File: config.mk
export PLATFORM = sky130hd
export DESIGN_NAME = docvc_top
export DESIGN_NICKNAME = d
export VERILOG_FILES = /design/src/design/docvc_pkg.sv /design/src/design/docvc_glitchfree_mux.sv /design/src/design/docvc_top.sv
export SDC_FILE = /design/constraint.sdc
export NUM_CORES = 1
export LEC_CHECK = 0
export BUFFER_PORTS_ARGS = -buffer_cell sky130_fd_sc_hd__buf_2
export CAP_MARGIN = 15
export CORE_MARGIN = 10
export CORE_UTILIZATION = 39
export CTS_CLUSTER_DIAMETER = 120
export DETAILED_ROUTE_END_ITERATION = 10
export PLACE_DENSITY = 0.88
export SYNTH_ARGS = -nofsm -noshare
export SYNTH_HDL_FRONTEND = slang
export SYNTH_SLANG_ARGS = --single-unit
File: constraint.sdc
create_clock -name clk_i -period 2.5 [get_ports clk_i]
set_input_delay 0.125 -clock clk_i [delete_from_list [all_inputs] [get_ports clk_i]]
set_output_delay 0.125 -clock clk_i [all_outputs]
set_load 0.01 [all_outputs]
File: src/design/docvc_pkg.sv
// constants, carrier types and helpers for the dual oscillator clock and core voltage control
// assumes a 40 MHz system clock and a 16-bit byte address on the register bus
// Summary of operation
// - slow oscillator clocks cpu and peripherals
// - fast oscillator feeds cpu and timer
// - two-bit field sets core supply level
// - zero voltage code blocks fast clock selection
// - bit 3 selects fast clock, reads back
// - select write ignored while fast oscillator enable bit clear
// - bit 2 starts or stops fast oscillator
// - reset clears voltage, enable and select
// - sleep stops fast oscillator, gates slow clock to peripherals
// - instruction cycle spans two cpu clock periods
package docvc_pkg;

  localparam logic [15:0] DOCVC_CTRL_OFF   = 16'hff00;
  localparam logic [15:0] DOCVC_STAT_OFF   = 16'hff04;
  localparam logic [3:0]  DOCVC_CTRL_RST   = 4'h0;
  localparam int          DOCVC_SEL_BIT    = 3;
  localparam int          DOCVC_OSC_BIT    = 2;
  localparam int          DOCVC_VDC_HI     = 1;
  localparam int          DOCVC_VDC_LO     = 0;
  localparam logic [1:0]  DOCVC_VDC_1V1    = 2'h0;
  localparam logic [1:0]  DOCVC_VDC_1V3    = 2'h1;
  localparam logic [1:0]  DOCVC_VDC_1V5    = 2'h2;
  localparam logic [1:0]  DOCVC_VDC_1V7    = 2'h3;
  localparam int          DOCVC_SYNC_LEN   = 3;
  localparam int          DOCVC_CLK_HZ     = 40000000;
  localparam int          DOCVC_SLOW_XT_HZ = 32768;
  localparam int          DOCVC_SLOW_RC_HZ = 60000;
  localparam int          DOCVC_FAST_MAX_HZ = 4200000;
  // status register field positions
  localparam int          DOCVC_ST_EFF     = 0;
  localparam int          DOCVC_ST_RUN     = 1;
  localparam int          DOCVC_ST_MUXF    = 2;
  localparam int          DOCVC_ST_RC      = 3;

  typedef struct packed {
    logic       sel;
    logic       osc_en;
    logic [1:0] core_voltage_select;
  } docvc_ctrl_s;

  typedef enum logic [3:0] {
    DOCVC_MUX_SLOW   = 4'h1,
    DOCVC_MUX_PARK_S = 4'h2,
    DOCVC_MUX_FAST   = 4'h4,
    DOCVC_MUX_PARK_F = 4'h8
  } docvc_mux_e;

  typedef struct packed {
    docvc_mux_e st;
    logic       clk;
  } docvc_mux_s;

  function automatic logic docvc_fast_allowed(input docvc_ctrl_s c);
    docvc_fast_allowed = c.osc_en && (c.core_voltage_select != DOCVC_VDC_1V1);
  endfunction : docvc_fast_allowed

endpackage : docvc_pkg

File: src/design/docvc_glitchfree_mux.sv
// glitch-free two-source clock multiplexer working on sampled oscillator levels
// assumes both levels are already synchronised to clk_i
`timescale 1ns/1ps
`default_nettype none
module docvc_glitchfree_mux
  import docvc_pkg::*;
(
  input  wire logic clk_i,
  input  wire logic rst_i,
  input  wire logic slow_lvl_i,
  input  wire logic fast_lvl_i,
  input  wire logic sel_fast_i,
  output logic      clk_o,
  output logic      fast_active_o
);

  docvc_mux_s r;
  docvc_mux_s next_r;

  // a source is only let go while its level is low, and picked up while low,
  // so the output never carries a shortened high phase
  always_comb begin
    next_r = r;
    case (r.st)
      DOCVC_MUX_SLOW: begin
        if (sel_fast_i && !slow_lvl_i) begin
          next_r.st = DOCVC_MUX_PARK_S;
        end
      end
      DOCVC_MUX_PARK_S: begin
        if (!sel_fast_i) begin
          next_r.st = DOCVC_MUX_PARK_F;
        end else if (!fast_lvl_i) begin
          next_r.st = DOCVC_MUX_FAST;
        end
      end
      DOCVC_MUX_FAST: begin
        if (!sel_fast_i && !fast_lvl_i) begin
          next_r.st = DOCVC_MUX_PARK_F;
        end
      end
      DOCVC_MUX_PARK_F: begin
        if (!slow_lvl_i) begin
          next_r.st = DOCVC_MUX_SLOW;
        end
      end
      default: begin
        next_r.st = DOCVC_MUX_SLOW;
      end
    endcase
    case (next_r.st)
      DOCVC_MUX_SLOW: next_r.clk = slow_lvl_i;
      DOCVC_MUX_FAST: next_r.clk = fast_lvl_i;
      default:        next_r.clk = 1'b0;
    endcase
  end

  always_ff @(posedge clk_i) begin
    if (rst_i) begin
      r.st  <= DOCVC_MUX_SLOW;
      r.clk <= 1'b0;
    end else begin
      r <= next_r;
    end
  end

  assign clk_o         = r.clk;
  assign fast_active_o = (r.st == DOCVC_MUX_FAST);
endmodule : docvc_glitchfree_mux
`default_nettype wire

File: src/design/docvc_top.sv
// clock source and core voltage control with a classic wishbone register slave
// assumes oscillator levels arrive as asynchronous pins and sleep_i comes from clk_i logic
`timescale 1ns/1ps
`default_nettype none
module docvc_top
  import docvc_pkg::*;
#(
  parameter bit SLOW_IS_RC = 1'b0
) (
  input  wire logic        clk_i,
  input  wire logic        rst_i,
  input  wire logic        wb_cyc_i,
  input  wire logic        wb_stb_i,
  input  wire logic        wb_we_i,
  input  wire logic [15:0] wb_adr_i,
  input  wire logic [31:0] wb_dat_i,
  input  wire logic [3:0]  wb_sel_i,
  output logic [31:0]      wb_dat_o,
  output logic             wb_ack_o,
  input  wire logic        slow_osc_i,
  input  wire logic        fast_osc_i,
  input  wire logic        sleep_i,
  output logic [1:0]       core_voltage_select_o,
  output logic             fast_osc_enable_o,
  output logic             cpu_clock_select_o,
  output logic             cpu_clk_o,
  output logic             periph_clk_o,
  output logic             timer_clk_o,
  output logic             instr_cycle_en_o
);

  typedef struct packed {
    docvc_ctrl_s                ctrl;
    logic [DOCVC_SYNC_LEN-1:0] slow_s;
    logic [DOCVC_SYNC_LEN-1:0] fast_s;
    logic                      slow_f;
    logic                      fast_f;
    logic                      ack;
    logic [3:0]                dat;
    logic                      cpu_clk_d;
    logic                      instr_half;
    logic                      instr_en;
    logic                      periph_clk;
    logic                      timer_clk;
  } docvc_state_s;

  docvc_state_s r;
  docvc_state_s next_r;

  logic       req;
  logic       hit_ctrl;
  logic       hit_stat;
  logic       wr_ctrl;
  logic       fast_run;
  logic       eff_sel;
  logic       mux_clk;
  logic       mux_fast;
  logic [3:0] status;

  // only word-aligned decode; byte lanes above lane 0 carry no storage
  assign req      = wb_cyc_i && wb_stb_i && !r.ack;
  assign hit_ctrl = (wb_adr_i[15:2] == DOCVC_CTRL_OFF[15:2]);
  assign hit_stat = (wb_adr_i[15:2] == DOCVC_STAT_OFF[15:2]);
  assign wr_ctrl  = req && wb_we_i && hit_ctrl && wb_sel_i[0];

  // sleep halts the fast oscillator whatever the enable bit holds
  assign fast_run = r.ctrl.osc_en && !sleep_i;
  assign eff_sel  = r.ctrl.sel && docvc_fast_allowed(r.ctrl);

  assign status[DOCVC_ST_EFF]  = eff_sel;
  assign status[DOCVC_ST_RUN]  = fast_run;
  assign status[DOCVC_ST_MUXF] = mux_fast;
  assign status[DOCVC_ST_RC]   = SLOW_IS_RC;

  always_comb begin
    next_r = r;

    // three-stage pin sampling; a level is accepted once stages two and three agree
    next_r.slow_s = {r.slow_s[DOCVC_SYNC_LEN-2:0], slow_osc_i};
    next_r.fast_s = {r.fast_s[DOCVC_SYNC_LEN-2:0], fast_osc_i};
    if (r.slow_s[1] == r.slow_s[2]) begin
      next_r.slow_f = r.slow_s[2];
    end
    if (r.fast_s[1] == r.fast_s[2]) begin
      next_r.fast_f = r.fast_s[2];
    end

    // register write: the select bit only latches a one when the stored enable bit and voltage code allow the fast path
    if (wr_ctrl) begin
      next_r.ctrl.core_voltage_select    = wb_dat_i[DOCVC_VDC_HI:DOCVC_VDC_LO];
      next_r.ctrl.osc_en = wb_dat_i[DOCVC_OSC_BIT];
      next_r.ctrl.sel    = wb_dat_i[DOCVC_SEL_BIT]
                           && docvc_fast_allowed(r.ctrl);
    end

    // single-cycle answer; unmapped reads return zero, unmapped writes are dropped
    next_r.ack = req;
    next_r.dat = 4'h0;
    if (req && !wb_we_i) begin
      if (hit_ctrl) begin
        next_r.dat = r.ctrl;
      end else if (hit_stat) begin
        next_r.dat = status;
      end
    end

    // an instruction cycle is every second rising edge of the cpu clock
    next_r.cpu_clk_d = mux_clk;
    next_r.instr_en  = 1'b0;
    if (mux_clk && !r.cpu_clk_d) begin
      next_r.instr_half = !r.instr_half;
      next_r.instr_en   = r.instr_half;
    end

    // slow oscillator keeps running in sleep but is cut from the peripherals
    next_r.periph_clk = r.slow_f && !sleep_i;
    next_r.timer_clk  = r.fast_f && fast_run;
  end

  always_ff @(posedge clk_i) begin
    if (rst_i) begin
      r      <= '0;
      r.ctrl <= DOCVC_CTRL_RST;
    end else begin
      r <= next_r;
    end
  end

  docvc_glitchfree_mux u_mux (
    .clk_i         (clk_i),
    .rst_i         (rst_i),
    .slow_lvl_i    (r.slow_f),
    .fast_lvl_i    (r.fast_f && fast_run),
    .sel_fast_i    (eff_sel),
    .clk_o         (mux_clk),
    .fast_active_o (mux_fast)
  );

  assign wb_ack_o              = r.ack;
  assign wb_dat_o              = {28'h0, r.dat};
  assign core_voltage_select_o = r.ctrl.core_voltage_select;
  assign fast_osc_enable_o     = fast_run;
  assign cpu_clock_select_o    = eff_sel;
  assign cpu_clk_o             = mux_clk;
  assign periph_clk_o          = r.periph_clk;
  assign timer_clk_o           = r.timer_clk;
  assign instr_cycle_en_o      = r.instr_en;
endmodule : docvc_top
`default_nettype wire

==> run summary, run 1 <==
Status -> finished clean
Worst relative slew slack -> 0.666
Syn Inst Count -> 155
Sequential-to-total area share from yosys stat -> 0.405
Clock sinks -> 27
Cell Chain, Critical Path -> buf_2, or4b_1, or4_1, or4_1, mux2i_1
Post-DP HPWL -> 2180 um
Most common cell on crit path -> or4_1
Commonest non-fill, non-tap cell in the layout -> buf_2
I/O pin count -> 101
FP Rows -> 21
Die ar. -> 6160 um^2
Unrepaired setup endpoints after global routing -> false
Reg clk slew, reported paths -> 140 ps
Worst-Skew Late Latency -> 330 ps
Final setup fails -> 0
Fin. max-slew vios -> 0
# DRC -> 0
Final WS setup -> 702 ps
Root buf cell -> clkbuf_4
Vias in the first global route -> 1098
Gpl congestion -> 0.759
Total gr overflow -> 0
Main area contributors after synthesis -> dfxtp_1 (41%), buf_4 (19%), nor2b_1 (4.7%)
Reg area -> 541 um^2
Total Wirelength -> 2770 um
Max_cap viols -> 0
Initial core utilization -> 0.403
Worst-Margin Slew -> 495 ps
# port buffers -> 39
Via count -> 1040
Pwr dens -> 467 nW/um^2
Share of cells above drive strength 1 -> 0.228
Yosys reg bits -> 27
Leak Pwr -> 0.694 nW
FFs w/ async S/R, synth -> 0
Gr usage total -> 0.0882
Core area -> 3310 um^2
Reg2reg path depth -> 3
First-pass GRT wire length -> 4630 um
Die height -> 78.5 um
Synth Warn # -> 0
Crit-path max cell delay -> 650 ps
Area of the multi-input gates -> 601 um^2
Setup crit start -> wb_adr_i[7]
Crit path capture type -> flip-flop
Antenna violations before repair -> 0
Crit path max fanout -> 4
Yosys top cell area share -> 0.405
Iter 0 DRT Violations -> 71
DP Worst Slack -> 340 ps
CTS HTree Levels -> 1
Hold Startpoint -> wb_dat_i[2]
F_max -> 556 MHz
ANT cells -> 0
Hold Slack -> 26.0 ps
Synth cell types -> 32
Crit Reg-Reg Startpoint -> u_mux.r[3]
Tot Pwr -> 0.000694 W
Nets -> 250
Post-synth EDFFs -> 0
Die X-Extent -> 78.5 um
Largest net degree at the start of global routing -> 20
Final hold violations -> 0
ANT nets after route -> 0
Top FF cell, synth -> dfxtp_1
Setup Skew -> 15.1 ps
CP Depth -> 5
Clock Path Buffers -> 2
Layout fillers -> 346
CP top delay family -> simple AND/OR/NAND/NOR gates
Leading area contributor after synthesis -> dfxtp_1
Placed cell count -> 226
Tmin final -> 1800 ps
WP data required -> 2720 ps
Wire per inst -> 11.8 um
Most frequent cells in the layout -> buf_2 (39), conb_1 (28), dfxtp_1 (27)
Setup TNS -> 0 ps
Min-Delay Path Class -> input pin to flip-flop
Synthesized area -> 1330 um^2
Post_cts resized -> 0
Syn Area/Cell -> 8.61 um^2
Hold Path Stages -> 3
CTS Buf Count -> 3
Worst setup SP type -> input pin
WP data arrival -> 2020 ps
Final Non-Filler Cells -> 235
VDD IR max -> 0.235 mV
Setup Crit Path Kind -> input pin to flip-flop
TritonCTS clock tree -> done
Vias per cell -> 4.43
Area growth syn-to-layout -> 11.4%
Period utilisation layout -> 0.719
DRT Pass-1 Iters -> 4
Critical path's slowest cell -> or4_1
Bufs and invs on worst path -> 1
-- metal layers --
layer | vias up | track usage | part of all wire
li1 | 527 | - | -
met1 | 458 | 0.0912 | 0.43
met2 | 53 | 0.157 | 0.48
met3 | 2 | 0.0319 | 0.074
met4 | 0 | 0.0376 | 0.013
met5 | - | 0 | 0
-- power breakdown --
part           total (W)  leakage, nW  switching (W)  internal, W
Sequential      0.000437        0.219     0.00000169     0.000435
Clock           0.000194       0.0139       0.000133    0.0000612
Combinational  0.0000632        0.461      0.0000374    0.0000257
-- area by class of cell --
| type | count | area share |
|---|---|---|
| multi-input cells | 111 | 0.404 |
| flip-flops and latches | 27 | 0.364 |
| repair buffers | 44 | 0.165 |
| well taps | 46 | 0.0388 |
| clock buffers | 3 | 0.0152 |
| inverters | 3 | 0.00758 |
| clock inverters | 1 | 0.00505 |
-- Yosys cell counts, types with 2 or more instances --
master     n
nor2b_1   10
nand3b_1   3
nor4b_1    2
clkbuf_1   5
a21oi_1    7
nor2_1    11
nand2_1   15
or4_1      4
mux2i_1    6
inv_1      3
dfxtp_1   27
buf_4     34
o21ai_0    7
nand3_1    3
-- sequential cells by signal, indices dropped and copies added, names as in the netlist --
| name | cells |
|---|---|
| instr_cycle_en_o | 1 |
| core_voltage_select_o | 2 |
| r | 8 |
| wb_ack_o | 1 |
| next_r | 4 |
| timer_clk_o | 1 |
| wb_dat_o | 4 |
| u_mux.r | 4 |
| periph_clk_o | 1 |
| u_mux.clk_o | 1 |
-- cell families (layout without fill, tap and decap cells) --
kind of cell | after synthesis | count (layout) | synth area share
other cells | 1 | 28 | 0.00281
mux | 6 | 6 | 0.0450
buf+inv | 44 | 51 | 0.220
compound gates | 20 | 20 | 0.0872
xor+xnor | 2 | 2 | 0.0131
simple gates | 55 | 55 | 0.226
flops | 27 | 27 | 0.405
-- path summary, 6_finish.rpt --
| path | to | slack, ps |
|---|---|---|
| min reg2reg | next_r[17] | 460 |
| max | core_voltage_select_o[0] | 700 |
| max reg2reg | u_mux.r[4] | 1050 |
| min | r[20] | 30 |
-- tightest hold or removal path, stage by stage --
cell and delay [ps]:
buf_2 90, nand2_1 40, mux2i_1 50
-- what timing repair did --
action / 4_1_cts / 5_1_grt
endpoints found under the setup margin: 0 / 0
buffers inserted: 0 / 0
hold endpoints to repair: 4 / 1
hold buffers: 4 / 1
-- stage by stage --
step / utilization / instance area (um^2)
after floorplan: - / 1440
after global placement: 0.424 / 1410
after detailed placement: 0.424 / 1410
after CTS: 0.446 / 1480
after global routing: 0.449 / 1490
final: 0.449 / 1490
Power figures use the tool's default switching activity.
==> inputs of run 2 (changes only) <==
==> constraint.sdc (replaced) <==
create_clock -name clk_i -period 1.74 [get_ports clk_i]
set_input_delay 0.087 -clock clk_i [delete_from_list [all_inputs] [get_ports clk_i]]
set_output_delay 0.087 -clock clk_i [all_outputs]
set_load 0.01 [all_outputs]
==> run 2 against run 1 <==
Via count is 2.4% higher; critical endpoint is now r[21]; critical path type unchanged; core utilization increased by 0.83 points; sequential cell count unchanged; routed wire length rose by 1.9%; register-to-register slack got worse by 780 ps; sequential power is 43% higher; die area unchanged; clock power grew 35%; combinational power increased by 54%.
==> run summary, run 2 (synthesized netlist as in run 1, its figures left out) <==
Iter 0 DRT Violations -> 49 (-31%)
Worst-Skew Late Latency -> 320 ps (about the same)
Worst relative slew slack -> 0.667 (+0.00125)
WP data required -> 1960 ps (-760 ps)
Clock sinks -> 27 (unchanged)
# port buffers -> 39 (unchanged)
Commonest non-fill, non-tap cell in the layout -> buf_2
Crit path max fanout -> 4 (unchanged)
Core area -> 3310 um^2 (unchanged)
Sequential group share of total power -> 0.636 (+0.006)
Die height -> 78.5 um (unchanged)
Total gr overflow -> 0 (unchanged)
Top reg by flops -> r
Leak Pwr -> 0.710 nW (+2.3%)
TritonCTS clock tree -> done
VDD IR max -> 0.400 mV (+71%)
Vias per cell -> 4.47 (+1.1%)
Tmin final -> 1600 ps
Hold Slack -> 23.7 ps (-2.28 ps)
ANT cells -> 0 (unchanged)
Metal3 WL -> 246 um (+19%)
Setup Skew -> 5.56 ps (-9.54 ps)
Clock Path Buffers -> 2 (unchanged)
Top layer used by detailed routing -> met4
I/O pin count -> 101 (unchanged)
Vias in the first global route -> 1103 (+0.46%)
# DRC -> 0 (unchanged)
First-pass GRT wire length -> 4620 um (-0.28%)
Max FFs per register -> 8 (unchanged)
Net switching power -> 0.000230 W (+34%)
Post-DP HPWL -> 2330 um (+7.0%)
F_max -> 624 MHz
Fin. max-slew vios -> 0 (unchanged)
ANT nets after route -> 0 (unchanged)
Max_cap viols -> 0 (unchanged)
Die ar. -> 6160 um^2 (unchanged)
Via count -> 1065 (+2.4%)
Root buf cell -> clkbuf_4
Nets -> 253 (+1.2%)
Gr usage total -> 0.0875 (-0.000759)
Antenna violations before repair -> 0 (unchanged)
Reg2Reg Setup Slack -> 270 ps (-780 ps)
Reg clk slew, reported paths -> 130 ps (about the same)
Worst setup SP type -> input pin
Wire per inst -> 11.9 um (+0.59%)
Die X-Extent -> 78.5 um (unchanged)
Share of cells above drive strength 1 -> 0.229 (+0.00165)
Placed Area -> 1420 um^2 (+0.80%)
Total Wirelength -> 2830 um (+1.9%)
Period utilisation layout -> 0.921
Unrepaired setup endpoints after global routing -> false
Gpl congestion -> 0.763 (+0.54%)
Worst-Margin Slew -> 493 ps (-1.84 ps)
Area of the multi-input gates -> 604 um^2 (+0.63%)
CTS Buf Count -> 3 (unchanged)
Post-Layout Inst Area -> 1510 um^2 (+1.9%)
Largest net degree at the start of global routing -> 19 (-5.0%)
Reg area -> 541 um^2 (unchanged)
Net Sw Frac -> 0.233 (-0.0140)
Status -> finished clean
Setup Crit Path Kind -> input pin to flip-flop
Clk pwr share -> 0.265 (-0.014)
FP Rows -> 21 (unchanged)
Pwr dens -> 652 nW/um^2 (+40%)
Comb pwr share -> 0.099 (+0.008)
WP data arrival -> 1820 ps (-200 ps)
Area growth syn-to-layout -> 13.4%
Met1 WL -> 1230 um (+2.4%)
Final hold violations -> 0 (unchanged)
DRT Pass-1 Iters -> 4 (unchanged)
Met2 wire len -> 1310 um (-1.6%)
Layout fillers -> 338 (-2.3%)
Crit path capture type -> flip-flop
Initial core utilization -> 0.403 (unchanged)
Most frequent cells in the layout -> buf_2 (39), conb_1 (28), dfxtp_1 (27)
Min-Delay Path Class -> input pin to flip-flop
Pint -> 0.000756 W (+45%)
Final setup fails -> 0 (unchanged)
CTS HTree Levels -> 1 (unchanged)
==> run 2: changes by cell type in the layout (fill, tap and decap cells not counted), sizes merged <==
cell	previous run	this run
buf	39	40
clkinvlp	1	0
clkbuf	3	4
dlygate4sd3	5	7
==> run 2: metal layers <==
layer,GRT usage,up-vias
met5,0,-
met4,0.0323,0
met3,0.0376,5
met2,0.150,56
met1,0.0936,474
li1,-,530
==> run 2: through the flow <==
step / worst slack (ps) / total power (W) / TNS (ps) / utilization / cells
finish: 137 / 0.000987 / 0 / 0.457 / 238
global route: 33.4 / 0.00103 / 0 / 0.457 / 238
CTS: 142 / 0.000990 / 0 / 0.454 / 237
detailed placement: -219 / 0.000724 / -1350 / 0.428 / 227
global placement: -185 / 0.000722 / -1200 / 0.428 / 227
floorplan: -28.3 / 0.000736 / -137 / - / 182
==> run 2: power by group through the flow <==
stage,Combinational [W],Clock (W),Sequential [W]
floorplan,0.0000946,0,0.000641
global placement,0.0000816,0,0.000641
detailed placement,0.0000831,0,0.000641
CTS,0.0000933,0.000269,0.000627
global route,0.000109,0.000294,0.000629
finish,0.0000974,0.000262,0.000627
==> run 2: final timing paths <==
path,start,end,cells past startpoint
worst max-delay path,wb_adr_i[7],r[21],5
worst min-delay path,wb_dat_i[3],r[21],3
worst max register to register,r[20],u_mux.r[3],4
worst min register to register,next_r[16],next_r[17],1
==> run 2: final cells by class <==
type                    instances  area share
flip-flops and latches         27       0.357
repair buffers                 47       0.180
inverters                       3     0.00744
multi-input cells             111       0.400
clock buffers                   4      0.0174
well taps                      46      0.0380
==> run 2: what timing repair did <==
item / 4_1_cts / 5_1_grt
endpoints found under the hold margin: 6 / 1
setup buffers: 0 / 0
gates resized for setup: 0 / 0
hold buffers: 6 / 1
setup endpoints to repair: 0 / 0
==> run 2: worst max-delay path: stages <==
cell and delay [ps]:
buf_2 90, or4b_1 490, or4_1 430, or4_1 550, mux2i_1 170
==> inputs of run 3 (changes only) <==
--- a/config.mk
+++ b/config.mk
@@ -11,6 +11,7 @@
 export CORE_UTILIZATION = 39
 export CTS_CLUSTER_DIAMETER = 120
 export DETAILED_ROUTE_END_ITERATION = 10
+export MAX_ROUTING_LAYER = met4
 export PLACE_DENSITY = 0.88
 export SYNTH_ARGS = -nofsm -noshare
 export SYNTH_HDL_FRONTEND = slang
==> run 3 against run 2 <==
Core utilization stayed put; global-route usage is 0.25 points higher; highest routed layer unchanged; combinational power hardly changed; clock-buffer cell count stayed put; non-clock buffer count stayed put; routed wire length hardly changed; die area stayed put; final cell count stayed put; clock power hardly changed; critical path depth stayed put.
==> run summary, run 3 (synthesized netlist as in run 1, its figures left out) <==
Via count -> 1065 (unchanged)
Pwr dens -> 652 nW/um^2 (about the same)
Critical path's slowest cell -> or4_1
CP top delay family -> simple AND/OR/NAND/NOR gates
F_max -> 624 MHz (about the same)
ANT cells -> 0 (unchanged)
Total Wirelength -> 2830 um (about the same)
Antenna violations before repair -> 0 (unchanged)
# DRC -> 0 (unchanged)
Initial core utilization -> 0.403 (unchanged)
Vias per cell -> 4.47 (unchanged)
Unrepaired setup endpoints after global routing -> false
Met1 WL -> 1320 um (+7.3%)
Top layer used by detailed routing -> met4
Top reg by flops -> r
Worst relative slew slack -> 0.667 (unchanged)
Setup Skew -> 5.56 ps (unchanged)
WP data required -> 1960 ps (about the same)
Crit path capture type -> flip-flop
VDD IR max -> 0.400 mV (about the same)
Worst setup SP type -> input pin
Final setup fails -> 0 (unchanged)
I/O pin count -> 101 (unchanged)
Worst-Margin Slew -> 493 ps (unchanged)
Placed Area -> 1420 um^2 (unchanged)
First-pass GRT wire length -> 4620 um (unchanged)
Die height -> 78.5 um (unchanged)
Final hold violations -> 0 (unchanged)
Core area -> 3310 um^2 (unchanged)
TritonCTS clock tree -> done
Status -> finished clean
Metal3 WL -> 158 um (-36%)
Final Non-Filler Cells -> 238 (unchanged)
Met2 wire len -> 1310 um (about the same)
Fin. max-slew vios -> 0 (unchanged)
ANT nets after route -> 0 (unchanged)
Post-DP HPWL -> 2330 um (unchanged)
Gr usage total -> 0.0900 (+0.00251)
Reg clk slew, reported paths -> 130 ps (about the same)
Clock Path Buffers -> 2 (unchanged)
Placed cell count -> 227 (unchanged)
FP Rows -> 21 (unchanged)
# port buffers -> 39 (unchanged)
Crit-path max cell delay -> 550 ps (about the same)
Clock sinks -> 27 (unchanged)
Crit path max fanout -> 4 (unchanged)
Iter 0 DRT Violations -> 49 (unchanged)
Max_cap viols -> 0 (unchanged)
Die ar. -> 6160 um^2 (unchanged)
Commonest non-fill, non-tap cell in the layout -> buf_2
Die X-Extent -> 78.5 um (unchanged)
Share of cells above drive strength 1 -> 0.229 (unchanged)
CTS HTree Levels -> 1 (unchanged)
CTS Buf Count -> 3 (unchanged)
Largest net degree at the start of global routing -> 19 (unchanged)
Post-Layout Inst Area -> 1510 um^2 (unchanged)
Cell Chain, Critical Path -> buf_2, or4b_1, or4_1, or4_1, mux2i_1
Nets -> 253 (unchanged)
Bufs and invs on worst path -> 1 (unchanged)
Total gr overflow -> 0 (unchanged)
Most common cell on crit path -> or4_1
Worst-Skew Late Latency -> 320 ps (about the same)
DRT Pass-1 Iters -> 4 (unchanged)
Finished Core Util -> 0.457 (unchanged)
Area growth syn-to-layout -> 13.4% (unchanged)
Max FFs per register -> 8 (unchanged)
Root buf cell -> clkbuf_4
Wire per inst -> 11.9 um (about the same)
Post_cts resized -> 0 (unchanged)
Period utilisation layout -> 0.921 (about the same)
Leak Pwr -> 0.710 nW (unchanged)
Tmin final -> 1600 ps (+0.0700 ps)
Min-Delay Path Class -> input pin to flip-flop
Most frequent cells in the layout -> buf_2 (39), conb_1 (28), dfxtp_1 (27)
Vias in the first global route -> 1103 (unchanged)
WP data arrival -> 1820 ps (about the same)
Setup Crit Path Kind -> input pin to flip-flop
Gpl congestion -> 0.773 (+1.3%)
Layout fillers -> 338 (unchanged)
[run 3: cell counts in the layout (fill, tap and decap cells not counted)]
No cell type changed its count.
[run 3: layer usage]
layer  global-route usage  up-vias
li1                     -      530
met1                0.101      474
met2                0.150       56
met3               0.0251        5
met4               0.0323        0
met5                    -        -
[run 3: timing repair]
action                    4_1_cts  5_1_grt
hold endpoints to repair        6        1
setup buffers                   0        0
hold buffers                    6        1
[run 3: stage by stage]
stage               hold WS, ps  setup WS (ps)  setup TNS [ps]  total power, W
floorplan                   159          -28.3            -137        0.000736
global placement            281           -185           -1200        0.000722
detailed placement          294           -219           -1350        0.000724
CTS                        17.5            142               0        0.000990
global route               10.7           33.4               0         0.00103
finish                     23.7            137               0        0.000987
[run 3: report_power, final]
part           switching, W  internal (W)
Sequential       0.00000245      0.000625
Clock              0.000172     0.0000899
Combinational     0.0000560     0.0000415
Total              0.000230      0.000756
[run 3: path summary, 6_finish.rpt]
| kind | from | endpoint | slack, ps | cells past startpoint |
|---|---|---|---|---|
| worst min-delay path | wb_dat_i[3] | r[21] | 20 | 3 |
| worst max-delay path | wb_adr_i[7] | r[21] | 140 | 5 |
| worst min register to register | next_r[16] | next_r[17] | 450 | 1 |
| worst max register to register | r[20] | u_mux.r[3] | 270 | 4 |
[run 3: worst min-delay path: stages]
cell and delay (ps):
buf_2 100, nand2_1 60, mux2i_1 70
[run 3: final cells by class]
class / count / area, um^2 / share of cell area
tap: 46 / 57.6 / 0.0380
inverter: 3 / 11.3 / 0.00744
timing repair buffer: 47 / 273 / 0.180
multi-input combinational: 111 / 604 / 0.400
clock buffer: 4 / 26.3 / 0.0174
sequential: 27 / 541 / 0.357
